`config.mk`:
```
export PLATFORM = sky130hd
export DESIGN_NAME = osp_top
export DESIGN_NICKNAME = d
export VERILOG_FILES = /design/src/inc/osp_pkg.sv /design/src/design/osp_sync3.sv /design/src/design/osp_out_stage.sv /design/src/design/osp_top.sv
export SDC_FILE = /design/constraint.sdc
export NUM_CORES = 1
export LEC_CHECK = 0
export ABC_CLOCK_PERIOD_IN_PS = 1800
export CORE_ASPECT_RATIO = 1.2
export CORE_UTILIZATION = 57
export DETAILED_ROUTE_END_ITERATION = 12
export DONT_BUFFER_PORTS = 1
export PLACE_DENSITY_LB_ADDON = 0.2
export SYNTH_ARGS = -nofsm -noshare
export SYNTH_HDL_FRONTEND = slang
export SYNTH_SLANG_ARGS = --single-unit
```
`constraint.sdc`:
```
create_clock -name hclk -period 1.8 [get_ports hclk]
set_input_delay 0.09 -clock hclk [delete_from_list [all_inputs] [get_ports hclk]]
set_output_delay 0.09 -clock hclk [all_outputs]
set_load 0.005 [all_outputs]
```
`src/inc/osp_pkg.sv`:
```
// Constants shared by the octal switch parallel control block
package osp_pkg;

    // ==========================================================
    // Clock and timing
    // ==========================================================
    localparam int CLK_FREQ_HZ = 200000000;
    localparam int REFRESH_FREQ_HZ = 15000;
    // Period rounded down so the refresh is never slower than specified
    localparam int REFRESH_CYCLES = CLK_FREQ_HZ / REFRESH_FREQ_HZ;
    localparam int UPDATE_TIMEOUT_US = 320;
    localparam int WD_CYCLES = UPDATE_TIMEOUT_US * (CLK_FREQ_HZ / 1000000);
    localparam int XFER_PULSE_MIN_US = 20;
    localparam int XFER_PULSE_MAX_US = 195;
    localparam int XFER_PULSE_MIN_CYCLES = XFER_PULSE_MIN_US * (CLK_FREQ_HZ / 1000000);
    localparam int XFER_PULSE_MAX_CYCLES = XFER_PULSE_MAX_US * (CLK_FREQ_HZ / 1000000);
    // Length of one frame across the isolation barrier
    localparam int FRAME_CYCLES = 16;
    localparam int NUM_CH = 8;

    // ==========================================================
    // Register map
    // ==========================================================
    localparam int ADDR_W = 8;
    localparam logic [7:0] CTRL_ADDR = 8'h00;
    localparam logic [7:0] STAT_ADDR = 8'h04;
    localparam int CTRL_REFRESH_EN_BIT = 0;
    localparam int CTRL_CORRUPT_BIT = 1;
    localparam logic CTRL_REFRESH_EN_RST = 1'b1;
    localparam int STAT_OUT_LSB = 0;
    localparam int STAT_INBUF_LSB = 8;
    localparam int STAT_TXBUF_LSB = 16;
    localparam int STAT_WD_BIT = 24;
    localparam int STAT_ERR_BIT = 25;
    localparam int STAT_GATE_BIT = 26;
    localparam logic [1:0] HTRANS_NONSEQ = 2'h2;

endpackage

```
`src/design/osp_sync3.sv`:
```
// Three-stage pin synchroniser with agreement filter
`timescale 1ns/1ps
module osp_sync3
    import osp_pkg::*;
#(
    parameter int WIDTH = 1,
    parameter logic [WIDTH-1:0] RST_VAL = '0
)
(
    input wire logic clk,
    input wire logic rst_n,
    input wire logic [WIDTH-1:0] pin,
    output logic [WIDTH-1:0] q
);
    typedef struct packed {
        logic [WIDTH-1:0] s1;
        logic [WIDTH-1:0] s2;
        logic [WIDTH-1:0] s3;
        logic [WIDTH-1:0] q;
    } osp_sync_s;

    osp_sync_s r_reg;
    osp_sync_s r_next;

    // ==========================================================
    // Stages
    // ==========================================================
    // First stage feeds only the second; a change counts when 2 and 3 agree
    always_comb
    begin
        r_next = r_reg;
        r_next.s1 = pin;
        r_next.s2 = r_reg.s1;
        r_next.s3 = r_reg.s2;
        for (int i = 0; i < WIDTH; i++)
        begin
            if (r_reg.s2[i] == r_reg.s3[i])
            begin
                r_next.q[i] = r_reg.s3[i];
            end
        end
    end

    always_ff @(posedge clk or negedge rst_n)
    begin
        if (!rst_n)
        begin
            r_reg <= {RST_VAL, RST_VAL, RST_VAL, RST_VAL};
        end
        else
        begin
            r_reg <= r_next;
        end
    end

    assign q = r_reg.q;
endmodule

```
`src/design/osp_out_stage.sv`:
```
// Isolated output stage: frame receiver, watchdog and output gating
`timescale 1ns/1ps
module osp_out_stage
    import osp_pkg::*;
#(
    parameter int WD_LEN = WD_CYCLES
)
(
    input wire logic clk,
    input wire logic rst_n,
    input wire logic upd_valid,
    input wire logic [NUM_CH-1:0] upd_data,
    input wire logic upd_refresh,
    input wire logic upd_corrupt,
    input wire logic gate,
    output logic [NUM_CH-1:0] channel_out,
    output logic wd_expired,
    output logic comm_error
);
    localparam int CW = $clog2(WD_LEN + 1);
    localparam logic [CW-1:0] WD_LAST = CW'(WD_LEN - 1);

    typedef struct packed {
        logic [NUM_CH-1:0] cfg;
        logic [CW-1:0] cnt;
        logic expired;
        logic err;
    } osp_out_s;

    osp_out_s r_reg;
    osp_out_s r_next;

    always_comb
    begin
        r_next = r_reg;
        // RULE_07 timeout count
        if (r_reg.cnt == WD_LAST)
        begin
            r_next.expired = 1'b1;
        end
        else
        begin
            r_next.cnt = r_reg.cnt + 1'b1;
        end
        if (upd_valid)
        begin
            if (!upd_corrupt)
            begin
                // RULE_08 refresh restarts watchdog
                r_next.cfg = upd_data;
                r_next.cnt = '0;
                r_next.expired = 1'b0;
                r_next.err = 1'b0;
            end
            else if (upd_refresh)
            begin
                // RULE_19 corrupt refresh: off
                r_next.cfg = '0;
                r_next.err = 1'b1;
            end
            else
            begin
                // RULE_19 corrupt apply: hold
                r_next.err = 1'b1;
            end
        end
        // RULE_07 expired forces off
        if (r_next.expired)
        begin
            r_next.cfg = '0;
        end
        // RULE_01 gate low forces off
        if (!gate)
        begin
            r_next.cfg = '0;
        end
    end

    always_ff @(posedge clk or negedge rst_n)
    begin
        if (!rst_n)
        begin
            // RULE_21 outputs off, counter restarted
            r_reg <= '0;
        end
        else
        begin
            r_reg <= r_next;
        end
    end

    assign channel_out = r_reg.cfg;
    assign wd_expired = r_reg.expired;
    assign comm_error = r_reg.err;
endmodule

```
`src/design/osp_top.sv`:
```
// Host-side parallel control logic with AHB-Lite status and control
// Function
// RULE_01 - Output gate low turns all eight outputs off and keeps them off.
// RULE_02 - Capture strobe low alone loads channel inputs into input buffer.
// RULE_03 - Both strobes high: outputs hold, channel inputs ignored.
// RULE_04 - Transfer strobe low alone: refresh suspended, input buffer copied to transmit buffer.
// RULE_05 - Both strobes low: direct mode, each input drives its output.
// RULE_06 - A periodic refresh resends the configuration to the output side.
// RULE_07 - No update within timeout turns outputs off until next update.
// RULE_08 - Each refresh counts as an update and restarts the timeout; here a corrupt refresh leaves the timeout running.
// RULE_09 - Host holds output gate low at least its minimum pulse width.
// RULE_10 - Tied strobes high keep the present output configuration.
// RULE_11 - Strobes tied low: outputs follow inputs except while gate low.
// RULE_12 - Host captures first, then holds transfer strobe low long enough.
// RULE_13 - Transfer strobe low suspends refresh, running frame completes.
// RULE_14 - Transfer strobe rising edge applies the stored configuration.
// RULE_15 - Respected transfer pulse keeps output jitter within the latched limit.
// RULE_16 - Devices sharing transfer strobe switch together within delay bounds.
// RULE_17 - Host avoids both strobes low in latched mode.
// RULE_18 - Host keeps transfer strobe low between 20 and 195 microseconds.
// RULE_19 - Corrupt frame holds outputs; corrupt refresh turns them off.
// RULE_20 - Pins are synchronised before their levels or edges are used.
// RULE_21 - Reset clears buffers, outputs off, watchdog restarted.
`timescale 1ns/1ps
module osp_top
    import osp_pkg::*;
#(
    parameter int REFRESH_LEN = REFRESH_CYCLES,
    parameter int WD_LEN = WD_CYCLES,
    parameter int FRAME_LEN = FRAME_CYCLES
)
(
    input wire logic hclk,
    input wire logic hresetn,
    input wire logic hsel,
    input wire logic [31:0] haddr,
    input wire logic [1:0] htrans,
    input wire logic hwrite,
    input wire logic [2:0] hsize,
    input wire logic [31:0] hwdata,
    input wire logic hready,
    output logic hreadyout,
    output logic hresp,
    output logic [31:0] hrdata,
    input wire logic [NUM_CH-1:0] channel_in,
    input wire logic capture_strobe_n,
    input wire logic transfer_strobe_n,
    input wire logic output_gate,
    output logic [NUM_CH-1:0] channel_out
);
    localparam int RW = $clog2(REFRESH_LEN + 1);
    localparam int FW = $clog2(FRAME_LEN + 1);
    localparam logic [RW-1:0] REF_LAST = RW'(REFRESH_LEN - 1);
    localparam logic [FW-1:0] FRAME_LAST = FW'(FRAME_LEN - 1);

    typedef struct packed {
        // Host-side buffers and pin history
        logic [NUM_CH-1:0] in_buf;
        logic [NUM_CH-1:0] tx_buf;
        logic xfer_prev;
        logic gate_prev;
        logic apply_pend;
        logic refresh_pend;
        // Frame engine towards the isolated side
        logic busy;
        logic [FW-1:0] frame_cnt;
        logic [NUM_CH-1:0] frame_data;
        logic frame_refresh;
        logic frame_corrupt;
        // Refresh timer and control register
        logic [RW-1:0] ref_cnt;
        logic refresh_en;
        logic corrupt_req;
        logic dp_act;
        logic dp_wr;
        logic [ADDR_W-1:0] dp_addr;
        logic [31:0] rdata;
    } osp_top_s;

    osp_top_s r_reg;
    osp_top_s r_next;

    logic [NUM_CH-1:0] ch_q;
    logic cap_q;
    logic xfer_q;
    logic gate_q;
    logic upd_valid;
    logic wd_expired;
    logic comm_error;
    logic direct;
    logic suspend;
    logic apply_edge;
    logic launch_apply;
    logic launch_refresh;
    logic [31:0] status_word;
    logic [31:0] rd_word;
    logic frame_done;
    logic launch;
    logic gate_rise;
    logic capture_en;
    logic copy_en;
    logic direct_upd;
    logic ref_wrap;
    logic addr_take;
    logic ctrl_wr;

    // ==========================================================
    // Pin synchronisers
    // ==========================================================
    // RULE_20 channel inputs
    osp_sync3 #(
        .WIDTH(NUM_CH),
        .RST_VAL('0)
    ) u_sync_ch (
        .clk(hclk),
        .rst_n(hresetn),
        .pin(channel_in),
        .q(ch_q)
    );

    // RULE_20 strobes and gate; strobes idle high, gate idle low
    osp_sync3 #(
        .WIDTH(3),
        .RST_VAL(3'h6)
    ) u_sync_ctl (
        .clk(hclk),
        .rst_n(hresetn),
        .pin({capture_strobe_n, transfer_strobe_n, output_gate}),
        .q({cap_q, xfer_q, gate_q})
    );

    // ==========================================================
    // Mode decode
    // ==========================================================
    // RULE_05 both strobes low
    assign direct = !cap_q && !xfer_q;
    // RULE_13 suspend refresh while transfer strobe low alone
    assign suspend = cap_q && !xfer_q;
    // RULE_14 rising transfer strobe in latched mode
    assign apply_edge = xfer_q && !r_reg.xfer_prev && cap_q;
    // Applies win over refresh so a transfer strobe edge is never delayed
    assign launch_apply = !r_reg.busy && r_reg.apply_pend;
    assign launch_refresh = !r_reg.busy && !r_reg.apply_pend && r_reg.refresh_pend && !suspend;
    // RULE_13 last cycle of a running frame
    assign frame_done = r_reg.busy && (r_reg.frame_cnt == FRAME_LAST);
    assign upd_valid = frame_done;
    // Apply and refresh share one engine, so frames never overlap
    assign launch = launch_apply || launch_refresh;
    // RULE_02 capture window
    assign capture_en = !cap_q && xfer_q && gate_q;
    // RULE_04 copy window
    assign copy_en = suspend && gate_q;
    // Gate low wiped the outputs, so a gate rise in direct mode resends
    assign gate_rise = gate_q && !r_reg.gate_prev;
    // RULE_11 new input word, or outputs to restore after the gate
    assign direct_upd = direct && gate_q && ((ch_q != r_reg.tx_buf) || gate_rise);
    // RULE_06 end of refresh period
    assign ref_wrap = (r_reg.ref_cnt == REF_LAST);

    // ==========================================================
    // Bus decode
    // ==========================================================
    // SEQ is taken like NONSEQ; bursts are not expected but stay harmless
    assign addr_take = hsel && hready && (htrans == HTRANS_NONSEQ || htrans == 2'h3);
    assign ctrl_wr = r_reg.dp_act && r_reg.dp_wr && (r_reg.dp_addr == CTRL_ADDR);

    always_comb
    begin
        status_word = '0;
        status_word[STAT_OUT_LSB +: NUM_CH] = channel_out;
        status_word[STAT_INBUF_LSB +: NUM_CH] = r_reg.in_buf;
        status_word[STAT_TXBUF_LSB +: NUM_CH] = r_reg.tx_buf;
        status_word[STAT_WD_BIT] = wd_expired;
        status_word[STAT_ERR_BIT] = comm_error;
        status_word[STAT_GATE_BIT] = gate_q;
    end

    // ==========================================================
    // Read mux
    // ==========================================================
    // Unmapped offsets read zero; the word is latched at the address phase
    always_comb
    begin
        rd_word = '0;
        unique case (haddr[ADDR_W-1:0])
            CTRL_ADDR:
            begin
                rd_word[CTRL_REFRESH_EN_BIT] = r_reg.refresh_en;
                rd_word[CTRL_CORRUPT_BIT] = r_reg.corrupt_req;
            end
            STAT_ADDR:
            begin
                rd_word = status_word;
            end
            default:
            begin
                rd_word = '0;
            end
        endcase
    end

    // ==========================================================
    // Next state
    // ==========================================================
    always_comb
    begin
        r_next = r_reg;
        r_next.xfer_prev = xfer_q;
        r_next.gate_prev = gate_q;

        // RULE_02 capture into input buffer
        if (capture_en)
        begin
            r_next.in_buf = ch_q;
        end

        // RULE_04 copy to transmit buffer
        if (copy_en)
        begin
            r_next.tx_buf = r_reg.in_buf;
        end

        // RULE_05 direct drive; RULE_11 tied low follows inputs
        if (direct_upd)
        begin
            r_next.in_buf = ch_q;
            r_next.tx_buf = ch_q;
            r_next.apply_pend = 1'b1;
        end

        // RULE_03 both high: nothing above fires; RULE_10 likewise
        // RULE_14 schedule apply on rising edge
        if (apply_edge)
        begin
            r_next.apply_pend = 1'b1;
        end

        // RULE_06 refresh timer
        if (ref_wrap)
        begin
            r_next.ref_cnt = '0;
            if (r_reg.refresh_en)
            begin
                r_next.refresh_pend = 1'b1;
            end
        end
        else
        begin
            r_next.ref_cnt = r_reg.ref_cnt + 1'b1;
        end

        // RULE_13 running frame always completes
        if (r_reg.busy)
        begin
            if (r_reg.frame_cnt == FRAME_LAST)
            begin
                r_next.busy = 1'b0;
            end
            else
            begin
                r_next.frame_cnt = r_reg.frame_cnt + 1'b1;
            end
        end
        else if (launch)
        begin
            // RULE_15 idle engine at the edge gives fixed latency
            // RULE_16 same latency on every device sharing the strobe
            r_next.busy = 1'b1;
            r_next.frame_cnt = '0;
            r_next.frame_data = r_reg.tx_buf;
            r_next.frame_refresh = launch_refresh;
            r_next.frame_corrupt = r_reg.corrupt_req;
            r_next.corrupt_req = 1'b0;
            if (launch_apply)
            begin
                r_next.apply_pend = 1'b0;
            end
            else
            begin
                r_next.refresh_pend = 1'b0;
            end
        end

        // Bus data phase: write after the launch so a new request is kept
        if (ctrl_wr)
        begin
            r_next.refresh_en = hwdata[CTRL_REFRESH_EN_BIT];
            if (hwdata[CTRL_CORRUPT_BIT])
            begin
                r_next.corrupt_req = 1'b1;
            end
        end

        // Bus address phase; read data captured here, shown next cycle
        r_next.dp_act = 1'b0;
        if (addr_take)
        begin
            r_next.dp_act = 1'b1;
            r_next.dp_wr = hwrite;
            r_next.dp_addr = haddr[ADDR_W-1:0];
            r_next.rdata = hwrite ? 32'h0 : rd_word;
        end
    end

    // ==========================================================
    // State register
    // ==========================================================
    always_ff @(posedge hclk or negedge hresetn)
    begin
        if (!hresetn)
        begin
            // RULE_21 buffers cleared
            r_reg <= '0;
            r_reg.xfer_prev <= 1'b1;
            r_reg.refresh_en <= CTRL_REFRESH_EN_RST;
        end
        else
        begin
            r_reg <= r_next;
        end
    end

    // ==========================================================
    // Isolated side
    // ==========================================================
    osp_out_stage #(
        .WD_LEN(WD_LEN)
    ) u_out (
        .clk(hclk),
        .rst_n(hresetn),
        .upd_valid(upd_valid),
        .upd_data(r_reg.frame_data),
        .upd_refresh(r_reg.frame_refresh),
        .upd_corrupt(r_reg.frame_corrupt),
        .gate(gate_q),
        .channel_out(channel_out),
        .wd_expired(wd_expired),
        .comm_error(comm_error)
    );

    // Zero wait states; hsize is not checked, only word access is defined
    assign hreadyout = 1'b1;
    assign hresp = 1'b0;
    assign hrdata = r_reg.rdata;
endmodule

```
==> out/results.ini, run 1 <==
[run_status]
outcome = finished, violations left
violations = hold timing, setup timing

[synthesis]
synth_area_um2 = 6410
yosys.area_share.simple_pct = 8.48
yosys-top-cells-area = dfrtp_1 (58%), buf_4 (4.9%), mux2_2 (4.7%), a22o_1 (4.4%), dfstp_2 (4.1%)
ys_seq_area_share_pct = 62.2
netlist.area_leader.share_pct = 58.1
ys_ff_latch = 159
synth_top_cell_by_area = dfrtp_1
syn_inst = 506
syn_area_per_cell_um2 = 12.7
synthFlopType = dfrtp_1
ys_top_cells_by_count = dfrtp_1 (149), buf_4 (42), nor2_1 (33), a22o_1 (32), mux2_2 (27)
synth.most_common_cell = dfrtp_1
synth-xor-area-share_pct = 4.23
yosys.cell_types.count = 47
yosys.area_share.adder_pct = 2.69
synthMuxAreaShare_pct = 5.68
ys_warn_count = 0
synth_edf_count = 0
ys_async_sr_fraction_pct = 100
synth_compound_area_share_pct = 9.93
synth_top_family_by_area = compound AO/OA/AOI/OAI gates

[worst_setup_path]
reg2reg_from = r_reg[82]$_DFFE_PN0P_
reg2reg_depth = 6
startpoint_type = register
crit_slowest_cell = dfrtp_1
crit_path_end_kind = register
reg2reg_slack_ns = -0.06
crit_fanout = 8
cpPeakStageDelay_ns = 0.41
crit_cells = 6
critPathBufInv = 1
required_ns = 2.10
critPathTopFamily = simple AND/OR/NAND/NOR gates
arrival_ns = 2.16
rr_endpoint = r_reg[88]$_DFFE_PN0P_
timing_worst_setup_path_type = register to register
cp_cell_sequence = xnor2_1 -> nand4_1 -> or3_4 -> o211ai_4 -> buf_12 -> mux2_4

[place]
dp_hpwl_um = 7440
place.gp.congestion = 0.785
port_buffers = 0

[timing]
final-hold-violation-count = 159
setup_viol = 8
skew_ns = 0.00858
fmax_mhz = 537
setup_ws_ns = -0.0623
period_needed_ns = 1.86
drv_slew = 0
finalCritPeriodShare_pct = 103
rsz0062_at_grt = true
whs_ns = -0.633

[layout]
fillerInstances = 758
drive_gt1_share_pct = 25.9
layout.nets = 641
syn2layout_area_growth_pct = 18.1
antenna_cells = 0
final_util_pct = 69.0
largest_reg_flops = 62

[die]
core_area_um2 = 11000
ios = 127
fp.dieH_um = 118
die_w_um = 98.8
rows = 42
dieArea_um2 = 11700
initial_core_util_pct = 58.4

[global_routing]
grt_use_total_pct = 20.8
antenna_found_initial = 0
grt_pass1_wl_um = 18900
overflow = 0
grt_pass1_vias = 3940
grt_max_degree = 160

[cts]
clkTransAtPathRegs_ns = 0.07
clk-insertion-delay-late_ns = 0.42
clockRootBuffer = clkbuf_16
cts.sinks = 159
cts_made_buffers = 17
htree_levels = 4
clk_path_buf_depth = 2
cts_hold_buf = 22
cts_tree = yes

[power_and_ir_drop]
powerDensity_nw_per_um2 = 1280
power.internal_mw = 7.00
clkPwrFrac_pct = 35.8
p_leak_nw = 3.42
vdd.ir_drop.worst_v = 0.000655
combPwrFrac_pct = 18.1
finalPower_mw = 9.66
p_sw_mw = 2.66
switching_share_pct = 27.6
seq_power_share_pct = 46.1

[detailed_routing]
first_pass_iters = 4
postRouteAntennaNets = 0
viasPerCell = 5.56
via_count = 3867
routedWlPerCell_um = 16.5
drt_iter0_drc = 204
drc = 0
wirelength_um = 11400

[job]
drv_cap = 0

[worst_hold_path]
hold_class = input pin to asynchronous set/reset pin

-- kinds of logic (layout without fill, tap and decap cells) --
group / after synthesis / in the layout
compound gates: 88 / 88
xor+xnor: 31 / 31
fa+ha+maj: 16 / 16
buf+inv: 69 / 121
flops: 159 / 159
mux: 33 / 33
other cells: 2 / 7
simple gates: 108 / 108
-- what timing repair did --
action | in CTS | in global routing
hold endpoints to repair | 183 | 159
setup endpoints to repair | 29 | 38
gates resized for setup | 3 | 28
cloned | 0 | 0
setup buffers | 0 | 3
pin swaps | 3 | 12
-- power by group through the flow --
stage | Clock, mW | Sequential, mW | Combinational (mW)
2_1_floorplan | 0 | 4.46 | 1.01
3_3_place_gp | 0 | 4.45 | 1.53
3_5_place_dp | 0 | 4.49 | 1.60
4_1_cts | 3.52 | 4.43 | 1.67
5_1_grt | 3.66 | 4.50 | 1.93
6_report | 3.46 | 4.45 | 1.75
-- layout by cell type, fill, tap and decap left out, drive strengths merged, types with 2 or more instances in the layout --
cell         count
nor3             7
xnor2           17
clkinv           4
dfrtp          149
nand2           17
nand4            6
o22ai           20
clkbuf          17
buf             55
a31oi            2
nor2b            4
clkinvlp         2
nor3b            2
nor4b            2
mux2            27
dfstp           10
xor2            14
a21oi           13
dlygate4sd3     22
ha               5
nand2b           2
inv             20
o211ai           4
a22o            33
nand3           18
mux2i            6
o21ai           11
or3              2
conb             7
nor4             6
and3             4
nor2            34
maj3            11
-- final cells by class --
type / instances / area (µm²) / area share (%)
multi-input cells: 283 / 2140 / 28.3
inverters: 13 / 48.8 / 0.644
clock buffers: 17 / 425 / 5.61
well taps: 132 / 165 / 2.18
repair buffers: 77 / 661 / 8.72
flip-flops and latches: 159 / 3990 / 52.7
clock inverters: 14 / 145 / 1.92
-- worst reg2reg max path: stages (launching register included) --
cell      delay, ns
dfrtp_1        0.41
xnor2_1        0.19
nand4_1        0.14
or3_4          0.37
o211ai_4       0.18
buf_12         0.16
mux2_4         0.30
-- metal layers --
| layer | wire (µm) | GRT usage, % |
|---|---|---|
| met1 | 5080 | 26.4 |
| met2 | 5770 | 34.3 |
| met3 | 418 | 5.32 |
| met4 | 177 | 8.12 |
| met5 | 0 | 0 |
-- stage by stage --
step	instance area, µm²	hold WS [ns]	TNS, ns	cells	setup slack, ns
detailed placement	6630	-0.202	-2.34	639	-0.137
global placement	6630	-0.203	-1.31	639	-0.0769
floorplan	6450	-0.206	-0.739	511	-0.0924
CTS	7430	-0.648	-1.03	692	-0.138
global route	7580	-0.654	-0.924	695	-0.115
finish	7580	-0.633	-0.462	695	-0.0623
-- worst max-delay path by stage --
stage / start / endpoint / slack [ns]
2_1_floorplan: r_reg[84]$_DFFE_PN0P_ / r_reg[86]$_DFFE_PN0P_ / -0.09
3_3_place_gp: u_sync_ch.q[7]$_DFFE_PN0N_ / r_reg[91]$_DFFE_PN0P_ / -0.08
3_5_place_dp: u_sync_ctl.q[1]$_DFFE_PN1N_ / r_reg[58]$_DFFE_PN0P_ / -0.14
4_1_cts: u_sync_ch.q[7]$_DFFE_PN0N_ / r_reg[89]$_DFFE_PN0P_ / -0.14
5_1_grt: u_sync_ch.q[5]$_DFFE_PN0N_ / r_reg[91]$_DFFE_PN0P_ / -0.12
6_report: r_reg[82]$_DFFE_PN0P_ / r_reg[88]$_DFFE_PN0P_ / -0.06
(Power assumes the default switching activity.)
==> inputs of run 2 (changes only) <==
--- a/config.mk
+++ b/config.mk
@@ -6,7 +6,7 @@
 export NUM_CORES = 1
 export LEC_CHECK = 0
-export ABC_CLOCK_PERIOD_IN_PS = 1800
+export ABC_CLOCK_PERIOD_IN_PS = 2009
 export CORE_ASPECT_RATIO = 1.2
-export CORE_UTILIZATION = 57
+export CORE_UTILIZATION = 60
 export DETAILED_ROUTE_END_ITERATION = 12
 export DONT_BUFFER_PORTS = 1
==> constraint.sdc (replaced) <==
create_clock -name hclk -period 2.01 [get_ports hclk]
set_input_delay 0.402 -clock hclk [delete_from_list [all_inputs] [get_ports hclk]]
set_output_delay 0.402 -clock hclk [all_outputs]
set_load 0.005 [all_outputs]
==> run 2 against run 1 <==
Utilization up 0.20 points; sequential power down 9.7%; clock skew down 0.00099 ns; the flow finishes with violations (hold timing); clock power down 5%; setup slack better by 0.13 ns; flip-flop and latch count unchanged; critical path depth down 1; register-to-register slack better by 0.13 ns.
==> out/results.ini, run 2 (synthesis gave the netlist of run 1 again) <==
[cts]
clk_path_buf_depth = 2  ; unchanged
cts_made_buffers = 17  ; unchanged
cts.sinks = 159  ; unchanged
cts_tree = yes  ; unchanged
clkTransAtPathRegs_ns = 0.06  ; was 0.07 ns
htree_levels = 4  ; unchanged
clk-insertion-delay-late_ns = 0.41  ; was 0.42 ns
clockRootBuffer = clkbuf_16  ; unchanged

[worst_setup_path]
critPathBufInv = 0  ; was 1
reg2reg_from = r_reg[85]$_DFFE_PN0P_  ; was r_reg[82]$_DFFE_PN0P_
timing_worst_setup_path_type = register to register  ; unchanged
arrival_ns = 2.24  ; was 2.16 ns
rr_endpoint = r_reg[87]$_DFFE_PN0P_  ; was r_reg[88]$_DFFE_PN0P_
crit_path_end_kind = register  ; unchanged
startpoint = r_reg[85]$_DFFE_PN0P_  ; was r_reg[82]$_DFFE_PN0P_
cpPeakStageDelay_ns = 0.41  ; about the same
cp_cell_sequence = xnor2_1 -> nand3_1 -> or3_4 -> o211ai_4 -> mux2_2  ; was xnor2_1 -> nand4_1 -> or3_4 -> o211ai_4 -> buf_12 -> mux2_4
startpoint_type = register  ; unchanged
crit_cells = 5  ; was 6
reg2reg_depth = 5  ; was 6
reg2reg_slack_ns = 0.07  ; was -0.06 ns
required_ns = 2.31  ; was 2.10 ns
critPathTopFamily = simple AND/OR/NAND/NOR gates  ; unchanged
crit_fanout = 8  ; unchanged
crit_slowest_cell = or3_4  ; was dfrtp_1

[die]
initial_core_util_pct = 61.3  ; was 58.4%
rows = 41  ; was 42
ios = 127  ; unchanged
fp.dieH_um = 115  ; was 118 µm
dieArea_um2 = 11100  ; was 11,700 µm²
die_w_um = 96.4  ; was 98.8 µm
core_area_um2 = 10500  ; was 11,000 µm²

[worst_hold_path]
hold_class = input pin to asynchronous set/reset pin  ; unchanged

[power_and_ir_drop]
powerDensity_nw_per_um2 = 1190  ; was 1280 nW/µm²
p_leak_nw = 3.24  ; was 3.42 nW
vdd.ir_drop.worst_v = 0.000614  ; was 0.000655 V
finalPower_mw = 8.61  ; was 9.66 mW

[place]
port_buffers = 0  ; unchanged
place.gp.congestion = 0.837  ; was 0.785
dp_hpwl_um = 7090  ; was 7440 µm

[layout]
final_common_cell = dfrtp_1  ; unchanged
antenna_cells = 0  ; unchanged
final_cell_mix = dfrtp_1 (149), buf_4 (36), nor2_1 (33)  ; was dfrtp_1 (149), buf_4 (50), a22o_1 (32)
largest_reg_flops = 62  ; unchanged
syn2layout_area_growth_pct = 12.9  ; was 18.1%
fillerInstances = 721  ; was 758
drive_gt1_share_pct = 21.3  ; was 25.9%
layout.nets = 611  ; was 641

[timing]
whs_ns = -0.313  ; was -0.633 ns
final-hold-violation-count = 159  ; unchanged
fmax_mhz = 515  ; was 537 MHz
skew_ns = 0.00759  ; was 0.00858 ns
finalCritPeriodShare_pct = 96.6  ; was 103%
drv_slew = 0  ; unchanged
worst_pin_slew_ns = 0.598
setup_viol = 0  ; was 8
max_slew_margin_pct = 59.8
rsz0062_at_grt = true  ; unchanged
period_needed_ns = 1.94  ; was 1.86 ns

[detailed_routing]
viasPerCell = 5.73  ; was 5.56
via_count = 3799  ; was 3,867
postRouteAntennaNets = 0  ; unchanged
routedWlPerCell_um = 16.3  ; was 16.5 µm
first_pass_iters = 4  ; unchanged
drt_iter0_drc = 176  ; was 204
drc = 0  ; unchanged
wirelength_um = 10800  ; was 11,400 µm

[global_routing]
grt_pass1_vias = 3694  ; was 3,940
grt_pass1_wl_um = 17400  ; was 18,900 µm
grt_use_total_pct = 20.9  ; was 20.8%
overflow = 0  ; unchanged
antenna_found_initial = 0  ; unchanged
grt_max_degree = 160  ; unchanged

[run_status]
violations = hold timing  ; was hold timing, setup timing
outcome = finished, violations left  ; unchanged

[job]
drv_cap = 0  ; unchanged

## run 2: metal layers
layer	GRT usage, %	wire length, µm	vias up
met5	0	0	-
li1	-	-	1775
met2	33.1	5380	99
met4	7.94	146	0
met1	27.6	4760	1913
met3	5.75	523	12
## run 2: how the worst max path moves through the flow
stage                                             to  slack [ns]
floorplan                      r_reg[86]$_DFFE_PN0P_        0.12
finish                         r_reg[87]$_DFFE_PN0P_        0.07
global placement    u_out.channel_out[6]$_DFFE_PN0P_       -0.09
global route                   r_reg[88]$_DFFE_PN0P_       -0.01
CTS                            r_reg[91]$_DFFE_PN0P_        0.03
detailed placement  u_out.channel_out[2]$_DFFE_PN0P_       -0.11
## run 2: area by class of cell
type | count | area, µm² | area share, %
flip-flops and latches | 159 | 3990 | 55.1
multi-input cells | 283 | 2050 | 28.3
clock buffers | 18 | 429 | 5.93
repair buffers | 47 | 380 | 5.25
clock inverters | 14 | 180 | 2.49
well taps | 129 | 161 | 2.23
inverters | 13 | 48.8 | 0.674
## run 2: power breakdown
part	leakage (nW)	switching (mW)	internal, mW	total (mW)
clock	0.292	1.29	1.98	3.27
sequential	1.97	0.360	3.66	4.02
combinational	0.974	0.593	0.724	1.32
## run 2: metrics by stage
step                      TNS, ns  cell area [µm²]  util [%]  worst slack, ns  std cells
after floorplan                 0             6430         -            0.118        511
after global placement     -0.675             6480      61.9          -0.0879        619
after detailed placement   -0.824             6480      61.9           -0.109        619
after CTS                       0             7120      68.0           0.0259        653
after global routing      -0.0508             7240      69.2          -0.0118        663
final                           0             7240      69.2           0.0682        663
## run 2: worst register-to-register path, stage by stage (launching register included)
cell,delay [ns]
dfrtp_1,0.38
xnor2_1,0.17
nand3_1,0.14
or3_4,0.41
o211ai_4,0.35
mux2_2,0.38
## run 2: timing repair
action                     4_1_cts  5_1_grt
hold endpoints to repair       161      168
setup buffers                    0        1
resized for setup                1        6
gates cloned                     0        0
hold buffers                     2        9
pin swaps                        0        5
setup endpoints to repair        8       25
==> inputs of run 3 (changes only) <==
Settings changed: ABC_CLOCK_PERIOD_IN_PS 2009 to unset, CORE_MARGIN set to 2, RECOVER_POWER set to 100.
==> run 3 against run 2 <==
The run still ends with hold timing left; highest routed layer unchanged; non-clock buffer count increased by 2; clock skew decreased by 0.0013 ns; clock power decreased by 2%; cell area decreased by 0.26%.
==> out/results.ini, run 3 (synthesis gave the netlist of run 1 again) <==
[detailed_routing]
first_pass_iters = 4  ; unchanged
drt_iter0_drc = 188  ; was 176
wirelength_um = 11200  ; was 10,800 µm
viasPerCell = 5.77  ; was 5.73
routedWlPerCell_um = 16.8  ; was 16.3 µm
via_count = 3840  ; was 3,799
postRouteAntennaNets = 0  ; unchanged
drc = 0  ; unchanged

[timing]
final-hold-violation-count = 159  ; unchanged
setup_viol = 0  ; unchanged
fmax_mhz = 518  ; was 515 MHz
finalCritPeriodShare_pct = 96.0  ; was 96.6%
whs_ns = -0.321  ; was -0.313 ns
finalSetupTns_ns = 0  ; unchanged
setup_ws_ns = 0.0800  ; was 0.0682 ns
max_slew_margin_pct = 10.9  ; was 59.8%
drv_slew = 0  ; unchanged
skew_ns = 0.00631  ; was 0.00759 ns
period_needed_ns = 1.93  ; was 1.94 ns
worst_pin_slew_ns = 1.34  ; was 0.598 ns
rsz0062_at_grt = true  ; unchanged

[layout]
largest_reg_flops = 62  ; unchanged
antenna_cells = 0  ; unchanged
final_cell_mix = dfrtp_1 (149), nor2_1 (33), a22o_1 (32)  ; was dfrtp_1 (149), buf_4 (36), nor2_1 (33)
layout.nets = 613  ; was 611
drive_gt1_share_pct = 19.2  ; was 21.3%
syn2layout_area_growth_pct = 12.6  ; was 12.9%
stdcell_count = 665  ; was 663
final_common_cell = dfrtp_1  ; unchanged

[worst_setup_path]
crit_path_end_kind = register  ; unchanged
startpoint_type = register  ; unchanged
arrival_ns = 2.23  ; was 2.24 ns
timing_worst_setup_path_type = register to register  ; unchanged
crit_fanout = 8  ; unchanged
required_ns = 2.31  ; about the same

[cts]
htree_levels = 4  ; unchanged
cts.sinks = 159  ; unchanged
cts_made_buffers = 17  ; unchanged
clockRootBuffer = clkbuf_16  ; unchanged
clkTransAtPathRegs_ns = 0.06  ; about the same
cts_tree = yes  ; unchanged
clk-insertion-delay-late_ns = 0.41  ; about the same
cts_hold_buf = 11  ; was 2
clk_path_buf_depth = 2  ; unchanged

[global_routing]
grt_pass1_vias = 3802  ; was 3,694
overflow = 0  ; unchanged
grt_pass1_wl_um = 17900  ; was 17,400 µm
grt_max_degree = 160  ; unchanged
antenna_found_initial = 0  ; unchanged
grt_use_total_pct = 19.7  ; was 20.9%

[power_and_ir_drop]
finalPower_mw = 8.53  ; was 8.61 mW
vdd.ir_drop.worst_v = 0.000724  ; was 0.000614 V
powerDensity_nw_per_um2 = 1180  ; was 1190 nW/µm²
p_leak_nw = 3.22  ; was 3.24 nW

[job]
drv_cap = 0  ; unchanged

[die]
core_area_um2 = 10500  ; unchanged
initial_core_util_pct = 61.3  ; unchanged
fp.dieH_um = 117  ; was 115 µm
ios = 127  ; unchanged
rows = 41  ; unchanged
die_w_um = 98.4  ; was 96.4 µm
dieArea_um2 = 11500  ; was 11,100 µm²

[run_status]
violations = hold timing  ; unchanged
outcome = finished, violations left  ; unchanged

[worst_hold_path]
hold_class = input pin to asynchronous set/reset pin  ; unchanged

[place]
post-place-cells = 619  ; unchanged
place.gp.congestion = 0.867  ; was 0.837
pre_cts_ws_ns = -0.122  ; was -0.109 ns
dp_hpwl_um = 7230  ; was 7090 µm
port_buffers = 0  ; unchanged

==> run 3: cell types whose count changed in the layout (fill, tap and decap cells not counted), sizes merged <==
cell    change
clkinv      +1
bufinv      -1
clkbuf     +17
buf        -12
inv         -3
==> run 3: final timing paths <==
path	startpoint	end	slack, ns	cells after the start
min	hresetn	r_reg[32]$_DFFE_PN0P_	-0.32	0
max	u_sync_ch.q[5]$_DFFE_PN0N_	r_reg[88]$_DFFE_PN0P_	0.08	6
min reg2reg	u_sync_ctl.r_next[6]$_DFF_PN0_	u_sync_ctl.r_next[3]$_DFF_PN0_	0.35	0
max in group asynchronous	hresetn	r_reg[77]$_DFF_PN1_	2.08	0
max reg2reg	u_sync_ch.q[5]$_DFFE_PN0N_	r_reg[88]$_DFFE_PN0P_	0.08	6
min in group hclk	hwdata[1]	r_reg[42]$_DFF_PN0_	0.11	2
==> run 3: final cells by class <==
| class | count | area (µm²) |
|---|---|---|
| tap | 129 | 161 |
| inverter | 13 | 48.8 |
| timing repair buffer | 49 | 360 |
| clock inverter | 11 | 129 |
| multi-input combinational | 283 | 2050 |
| fill | 747 | 3240 |
| sequential | 159 | 3990 |
| clock buffer | 21 | 480 |
==> run 3: metal layers <==
layer	GRT usage [%]	part of all wire, %
met1	25.0	43
met2	32.2	51
met3	4.87	4.4
met4	9.50	1.1
met5	0	0
==> run 3: metrics by stage <==
step | area, µm² | util (%)
after global placement | 6480 | 61.9
after global routing | 7220 | 69.0
after detailed placement | 6480 | 61.9
after CTS | 7210 | 68.9
after floorplan | 6430 | -
final | 7220 | 69.0
==> run 3: critical path, stage by stage, from the launching register on <==
cell,delay (ns)
dfrtp_1,0.41
xnor2_2,0.15
nand3_1,0.13
or3_4,0.43
o211ai_4,0.21
buf_12,0.15
mux2_2,0.33
==> run 3: timing repair <==
item | 4_1_cts | 5_1_grt
setup buffers | 0 | 3
setup endpoints to repair | 8 | 23
resized for setup | 1 | 7
pin swaps | 0 | 6
endpoints found under the hold margin | 170 | 159
==> run 3: where the power goes <==
part	switching, mW	internal [mW]	leakage (nW)
combinational	0.607	0.700	0.954
sequential	0.352	3.66	1.97
clock	1.24	1.97	0.296
